===== src/inc/pesd_pkg.sv =====
package pesd_pkg;

  // ----------------------------------------------------------------
  // Event selection codes
  // ----------------------------------------------------------------
  localparam logic [7:0] PESD_EVT_UNHALTED = 8'h79;
  localparam logic [7:0] PESD_EVT_PARTIAL_STALL = 8'hD2;
  localparam logic [7:0] PESD_EVT_SEG_LOAD = 8'h06;
  localparam logic [7:0] PESD_EVT_RESOURCE_STALL = 8'hA2;
  localparam logic [7:0] PESD_EVT_SIMD_EXEC = 8'hB0;
  localparam logic [7:0] PESD_EVT_SIMD_SAT = 8'hB1;
  localparam logic [7:0] PESD_EVT_SIMD_UOP = 8'hB2;
  localparam logic [7:0] PESD_EVT_SIMD_CLASS = 8'hB3;
  localparam logic [7:0] PESD_EVT_SIMD_FP_SWITCH = 8'hCC;
  localparam logic [7:0] PESD_EVT_SIMD_ASSIST = 8'hCD;
  localparam logic [7:0] PESD_EVT_SIMD_RETIRE = 8'hCE;
  localparam logic [7:0] PESD_EVT_SEG_RENAME_STALL = 8'hD4;
  localparam logic [7:0] PESD_EVT_SEG_RENAME = 8'hD5;
  localparam logic [7:0] PESD_EVT_RET_SEG_RENAME = 8'hD6;

  // ----------------------------------------------------------------
  // Qualifier values and field positions
  // ----------------------------------------------------------------
  localparam logic [7:0] PESD_QUAL_NONE = 8'h00;
  localparam logic [7:0] PESD_QUAL_ALL_SEG = 8'h0F;
  localparam logic [3:0] PESD_QUAL_UOP_NIBBLE = 4'hF;
  localparam logic [7:0] PESD_QUAL_SIMD_TO_FP = 8'h00;
  localparam logic [7:0] PESD_QUAL_FP_TO_SIMD = 8'h01;
  localparam int PESD_CLASS_W = 6;
  localparam int PESD_SEG_W = 4;
  localparam int PESD_STATE_W = 4;
  localparam int PESD_STATE_M = 3;
  localparam int PESD_STATE_E = 2;
  localparam int PESD_STATE_S = 1;
  localparam int PESD_STATE_I = 0;
  localparam int PESD_BUS_ANY_BIT = 5;

  // ----------------------------------------------------------------
  // Counter
  // ----------------------------------------------------------------
  localparam int PESD_COUNT_W = 40;
  localparam logic PESD_HIT_RESET = 1'b0;

  function automatic logic pesd_any(input logic [7:0] a, input logic [7:0] b);
    return |(a & b);
  endfunction

endpackage


===== src/inc/pesd_evt_if.sv =====
`timescale 1ns/1ps
interface pesd_evt_if;
  import pesd_pkg::*;
  logic [7:0] sel_code;
  logic [7:0] sel_qual;
  logic cache_event;
  logic [7:0] cache_code;
  logic [PESD_STATE_W-1:0] cache_state;
  logic bus_event;
  logic [7:0] bus_code;
  logic bus_self;
  logic ext_hit;
  logic count_hit;

  modport qual (
    input sel_code,
    input sel_qual,
    input cache_event,
    input cache_code,
    input cache_state,
    input bus_event,
    input bus_code,
    input bus_self,
    output ext_hit
  );

  modport count (
    input count_hit
  );
endinterface


===== src/pesd_ext_qual.sv =====
`timescale 1ns/1ps
module pesd_ext_qual
  import pesd_pkg::*;
(
  pesd_evt_if.qual evt
);

  logic cache_hit;
  logic bus_hit;

  // Low nibble selects line states; a zero nibble never counts
  always_comb begin
    cache_hit = evt.cache_event && (evt.cache_code == evt.sel_code) &&
                pesd_any({4'h0, evt.sel_qual[PESD_STATE_W-1:0]}, {4'h0, evt.cache_state});
  end

  // Clear origin bit keeps only our own transactions
  always_comb begin
    bus_hit = evt.bus_event && (evt.bus_code == evt.sel_code) &&
              (evt.sel_qual[PESD_BUS_ANY_BIT] || evt.bus_self);
  end

  assign evt.ext_hit = cache_hit || bus_hit;

endmodule


===== src/pesd_counter.sv =====
`timescale 1ns/1ps
module pesd_counter
  import pesd_pkg::*;
#(
  parameter int COUNT_W = PESD_COUNT_W
)(
  // Clock and reset
  input wire logic i_sys_clk,
  input wire logic i_reset_n,
  // Control
  input wire logic i_count_clear,
  pesd_evt_if.count evt,
  // Count
  output logic [COUNT_W-1:0] o_count
);

  // Hit in the clear cycle still lands as the first count
  always_ff @(posedge i_sys_clk or negedge i_reset_n) begin
    if (!i_reset_n) begin
      o_count <= '0;
    end else if (i_count_clear) begin
      o_count <= {{(COUNT_W-1){1'b0}}, evt.count_hit};
    end else if (evt.count_hit) begin
      o_count <= o_count + {{(COUNT_W-1){1'b0}}, 1'b1};
    end
  end

endmodule


===== src/perf_event_select_decode.sv =====
`timescale 1ns/1ps
module perf_event_select_decode
  import pesd_pkg::*;
#(
  parameter int COUNT_W = PESD_COUNT_W
)(
  // Clock and reset
  input wire logic i_sys_clk,
  input wire logic i_reset_n,
  // Selection and control
  input wire logic [7:0] i_event_code,
  input wire logic [7:0] i_event_qualifier,
  input wire logic i_count_clear,
  // Core pipeline sources
  input wire logic i_core_halted,
  input wire logic i_partial_stall,
  input wire logic i_segment_load,
  input wire logic i_stall_rename_buf,
  input wire logic i_stall_mem_buf,
  input wire logic i_stall_mispredict,
  input wire logic i_stall_store_drain,
  input wire logic i_stall_bus_queue,
  input wire logic i_stall_cache_miss,
  // SIMD unit sources
  input wire logic i_simd_exec,
  input wire logic i_simd_move_store,
  input wire logic i_simd_saturating,
  input wire logic i_simd_uop,
  input wire logic [PESD_CLASS_W-1:0] i_simd_class,
  input wire logic i_simd_to_fp,
  input wire logic i_fp_to_simd,
  input wire logic i_simd_state_clear,
  input wire logic i_simd_retire,
  // Segment rename sources
  input wire logic [PESD_SEG_W-1:0] i_seg_rename_stall,
  input wire logic [PESD_SEG_W-1:0] i_seg_rename,
  input wire logic i_retired_seg_rename,
  // Cache sources
  input wire logic i_cache_event,
  input wire logic [7:0] i_cache_event_code,
  input wire logic [PESD_STATE_W-1:0] i_cache_line_state,
  // Bus sources
  input wire logic i_bus_event,
  input wire logic [7:0] i_bus_event_code,
  input wire logic i_bus_self,
  // Results
  output logic o_event_hit,
  output logic [COUNT_W-1:0] o_count
);

  // ----------------------------------------------------------------
  // Shared signals
  // ----------------------------------------------------------------
  pesd_evt_if evt ();

  logic qual_zero;
  logic resource_stall;
  logic core_hit;
  logic next_event_hit;

  assign evt.sel_code = i_event_code;
  assign evt.sel_qual = i_event_qualifier;
  assign evt.cache_event = i_cache_event;
  assign evt.cache_code = i_cache_event_code;
  assign evt.cache_state = i_cache_line_state;
  assign evt.bus_event = i_bus_event;
  assign evt.bus_code = i_bus_event_code;
  assign evt.bus_self = i_bus_self;

  assign qual_zero = (i_event_qualifier == PESD_QUAL_NONE);

  // Bus-queue and cache-miss stalls are inputs but deliberately left out of resource_stall here
  assign resource_stall = i_stall_rename_buf || i_stall_mem_buf ||
                          i_stall_mispredict || i_stall_store_drain;

  // ----------------------------------------------------------------
  // Core event decode
  // ----------------------------------------------------------------
  always_comb begin
    core_hit = 1'b0;
    case (i_event_code)
      PESD_EVT_UNHALTED: begin
        core_hit = qual_zero && !i_core_halted;
      end
      PESD_EVT_PARTIAL_STALL: begin
        core_hit = qual_zero && i_partial_stall;
      end
      PESD_EVT_SEG_LOAD: begin
        core_hit = qual_zero && i_segment_load;
      end
      PESD_EVT_RESOURCE_STALL: begin
        core_hit = qual_zero && resource_stall;
      end
      PESD_EVT_SIMD_EXEC: begin
        core_hit = qual_zero && i_simd_exec && !i_simd_move_store;
      end
      PESD_EVT_SIMD_SAT: begin
        core_hit = qual_zero && i_simd_exec && i_simd_saturating;
      end
      PESD_EVT_SIMD_UOP: begin
        core_hit = (i_event_qualifier[3:0] == PESD_QUAL_UOP_NIBBLE) && i_simd_uop;
      end
      PESD_EVT_SIMD_CLASS: begin
        core_hit = pesd_any({2'b00, i_event_qualifier[PESD_CLASS_W-1:0]}, {2'b00, i_simd_class});
      end
      PESD_EVT_SIMD_FP_SWITCH: begin
        if (i_event_qualifier == PESD_QUAL_SIMD_TO_FP) begin
          core_hit = i_simd_to_fp;
        end else if (i_event_qualifier == PESD_QUAL_FP_TO_SIMD) begin
          core_hit = i_fp_to_simd;
        end else begin
          core_hit = 1'b0;
        end
      end
      PESD_EVT_SIMD_ASSIST: begin
        core_hit = qual_zero && i_simd_state_clear;
      end
      PESD_EVT_SIMD_RETIRE: begin
        core_hit = qual_zero && i_simd_retire;
      end
      PESD_EVT_SEG_RENAME_STALL: begin
        // Stall masks sit one bit up: 02H first segment, 08H third
        if (i_event_qualifier == PESD_QUAL_ALL_SEG) begin
          core_hit = |i_seg_rename_stall;
        end else begin
          core_hit = pesd_any({5'h00, i_event_qualifier[3:1]}, {5'h00, i_seg_rename_stall[2:0]});
        end
      end
      PESD_EVT_SEG_RENAME: begin
        if (i_event_qualifier == PESD_QUAL_ALL_SEG) begin
          core_hit = |i_seg_rename;
        end else begin
          core_hit = pesd_any({4'h0, i_event_qualifier[3:0]}, {4'h0, i_seg_rename});
        end
      end
      PESD_EVT_RET_SEG_RENAME: begin
        core_hit = qual_zero && i_retired_seg_rename;
      end
      default: begin
        core_hit = 1'b0;
      end
    endcase
  end

  // ----------------------------------------------------------------
  // Cache and bus qualification, accumulation
  // ----------------------------------------------------------------
  pesd_ext_qual u_ext_qual (
    .evt (evt.qual)
  );

  assign next_event_hit = core_hit || evt.ext_hit;
  assign evt.count_hit = next_event_hit;

  always_ff @(posedge i_sys_clk or negedge i_reset_n) begin
    if (!i_reset_n) begin
      o_event_hit <= PESD_HIT_RESET;
    end else begin
      o_event_hit <= next_event_hit;
    end
  end

  pesd_counter #(
    .COUNT_W (COUNT_W)
  ) u_counter (
    .i_sys_clk (i_sys_clk),
    .i_reset_n (i_reset_n),
    .i_count_clear (i_count_clear),
    .evt (evt.count),
    .o_count (o_count)
  );
endmodule


===== config.mk =====
export PLATFORM = sky130hd
export DESIGN_NAME = perf_event_select_decode
export DESIGN_NICKNAME = d
export VERILOG_FILES = /design/src/inc/pesd_pkg.sv /design/src/inc/pesd_evt_if.sv /design/src/pesd_ext_qual.sv /design/src/pesd_counter.sv /design/src/perf_event_select_decode.sv
export SDC_FILE = /design/constraint.sdc
export NUM_CORES = 1
export LEC_CHECK = 0
export BUFFER_PORTS_ARGS = -buffer_cell sky130_fd_sc_hd__buf_2
export CORE_MARGIN = 2
export CORE_UTILIZATION = 55
export CTS_BUF_LIST = sky130_fd_sc_hd__clkbuf_16
export DETAILED_ROUTE_END_ITERATION = 10
export PLACE_DENSITY = 0.92
export RECOVER_POWER = 100
export SYNTH_ARGS = -nofsm -noshare
export SYNTH_HDL_FRONTEND = slang
export SYNTH_SLANG_ARGS = --single-unit
export TNS_END_PERCENT = 5

===== constraint.sdc =====
create_clock -name i_sys_clk -period 6.52 [get_ports i_sys_clk]
set_input_delay 0.978 -clock i_sys_clk [delete_from_list [all_inputs] [get_ports i_sys_clk]]
set_output_delay 0.978 -clock i_sys_clk [all_outputs]
set_load 0.02 [all_outputs]

==> metrics <==
status complete, but fails checks; failing checks max-capacitance violations, max-slew violations; element type at the critical path start input pin; most common cell in the netlist nor2_1; worst-path cell chain clkbuf_1 -> or4_1 -> or4_1 -> or4_1 -> o221ai_1 -> nor3_4 -> clkbuf_1 -> a2111oi_0 -> mux2_1; Synth Warn # 0; RSZ-0062 raised after global routing false; achievable clock frequency 222 MHz; WS Path Type in2reg; area share of the largest cell type after synthesis 0.317; clk sinks 41; mux cell area share after synthesis 0.139; CP max FO 41; ys async rst share 1.00; largest net degree at the start of global routing 79; antenna violations before repair 0; register area share after synthesis 0.317; TritonCTS buffer count 5; leak pwr 1.68 nW; Synth Net Count 461; Worst slew margin -0.468; number of global-route vias before repair 3083; final worst slack 2.02 ns; Hold Vio Cnt, Final 0; port bufs 112; wire per inst 15.9 um; Area contributors post-synth dfrtp_1, mux2_2, nor2b_1; share of layout cells above drive strength 1 0.236; Fillers 450; Hold Buf Count CTS 0; mean number of vias per cell 6.02; Synth Area in XOR/XNOR 0.0459; Final Core Density 0.686; final period utilization 0.690; Slew Limit Fails 84; CTS tree done; Simple-Gate Fraction of Synth Area 0.318; First-pass DRT Iterations 5; fin nets 549; Yosys reg bits 41; layout overhead on the synthesized area 18.6%; DRC errors left 0; clk root buf clkbuf_16; Min-Delay Path Class reg2reg; CORE AREA 5610 um^2; compound-cell area share of the yosys netlist 0.132; antenna viol nets, final 0; Syn Area/Cell 8.40 um^2; Critical-path top delay cell clkbuf_1; cells after synthesis 386; Synth cell types 48; diode count 0; vias 3292; clk buf depth 2; crit path capture type register; CTS clock-pin slew for the worst setup and hold paths 0.06 ns; Die Area 6520 um^2; first-pass GRT wire length 13.8 mm; Power per Cell Area 157 nW/um^2; Initial Util 0.578; WP data arrival 4.67 ns; chip width 80.8 um; io pins 115; main combinational cell family by area after synthesis simple AND/OR/NAND/NOR gates; area leader, netlist dfrtp_1; Site Rows 27; Crit path top cell by count or4_1; Post-synth EDFFs 0; Least-Margin Pin Slew 2.20 ns; RD Place Congestion 0.805; final WL 8.70 mm; GRT Overall Usage 0.269; Congestion Overflow GR 0; dpl hpwl 5.92 mm; setup slack, reg-to-reg 3.81 ns; Detailed Route Iter0 Violations 224; Critical Path RT 6.69 ns; pre-CTS WS 2.56 ns; CP max stage delay 0.71 ns; total negative setup slack 0 ns; H-tree depth 2; clk_skew 0.00436 ns; Main synth FF type dfrtp_1; final setup vio count 0; Die Span Y 80.8 um; WP buf/inv 2; synthesized area 3240 um^2; Post-synth top cells nor2_1, dfrtp_1, nor2b_1, a21oi_1, mux2_2; buffers inserted by post-CTS timing repair 0; Synth Area in Adders 0.00386; Worst-Skew Late Latency 0.29 ns; VDD IR max 0.196 mV; cell family with the largest share of critical-path delay simple AND/OR/NAND/NOR gates; post_cts resized 0; maxcap violations 2; crit path time final 4.50 ns
-- path summary, 6_finish.rpt --
path / startpoint / endpoint / cells past startpoint
max: i_event_qualifier[5] / u_counter.o_count[35] / 9
min: u_counter.o_count[0] / u_counter.o_count[0] / 2
max reg2reg: u_counter.o_count[15] / u_counter.o_count[39] / 7
min reg2reg: u_counter.o_count[0] / u_counter.o_count[0] / 2
max in group asynchronous: i_reset_n / u_counter.o_count[0] / 1
min in group asynchronous: i_reset_n / u_counter.o_count[22] / 1
-- worst register-to-register path, stage by stage (launching register included) --
cell and delay (ns):
dfrtp_1 0.42, nand3_1 0.13, or4_1 0.59, nand4bb_1 0.29
nor3_1 0.44, nand4_1 0.17, a21oi_1 0.19, mux2_2 0.37
-- metal layers --
metal,track usage,vias to the layer above,share of wire
met5,0,-,0
met4,0.131,0,0.025
met3,0.0433,22,0.083
met2,0.492,155,0.52
met1,0.304,1555,0.38
li1,-,1560,-
-- cells in the final DEF, fill, tap and decap left out, types with 4 or more instances in the layout --
cell,Yosys,routed
a21oi_1,39,39
a22oi_1,5,5
and2_1,4,4
and3_1,13,13
buf_2,4,68
clkbuf_1,26,45
clkbuf_16,0,5
dfrtp_1,41,41
inv_1,3,4
mux2_1,3,4
mux2_2,36,35
nand2_1,19,19
nand3_1,19,19
nand4_1,19,19
nor2_1,44,44
nor2b_1,41,41
nor4_1,4,4
or4_1,5,5
xnor2_1,12,12
xor2_1,5,5
-- kinds of logic (layout without fill, tap and decap cells) --
logic type,Yosys count,in the layout
multiplexers,40,40
buffers and inverters,36,125
adder cells (fa/ha/maj),1,1
AO/OA/AOI/OAI,64,64
AND/OR/NAND/NOR,187,187
flip-flops,41,41
XOR/XNOR,17,17
-- report_power, final --
part           switching [mW]  total [mW]  internal (mW)
clock network           0.101       0.278          0.178
logic                  0.0406      0.0719         0.0313
registers            0.000232       0.255          0.255
total                   0.141       0.605          0.464
-- registers in the layout, indices dropped and copies added, names as in the netlist --
signal             flops
o_event_hit            1
u_counter.o_count     40
-- area by class of cell --
cell class,count,area (um^2),share of cell area
multi-input cells,309,2040,0.530
repair buffers,114,517,0.134
clock inverters,3,37.5,0.00976
flip-flops and latches,41,1030,0.267
clock buffers,5,125,0.0325
inverters,3,11.3,0.00293
well taps,72,90.1,0.0234
-- through the flow --
stage                     power, mW  instances  area [um^2]  hold slack, ns
after detailed placement      0.332        539         3780           0.597
after global routing          0.626        547         3840           0.651
after CTS                     0.609        547         3940           0.605
final                         0.605        547         3840           0.608
after floorplan               0.298        386         3240           0.668
after global placement        0.329        539         3780           0.584
Power figures use the tool's default switching activity.
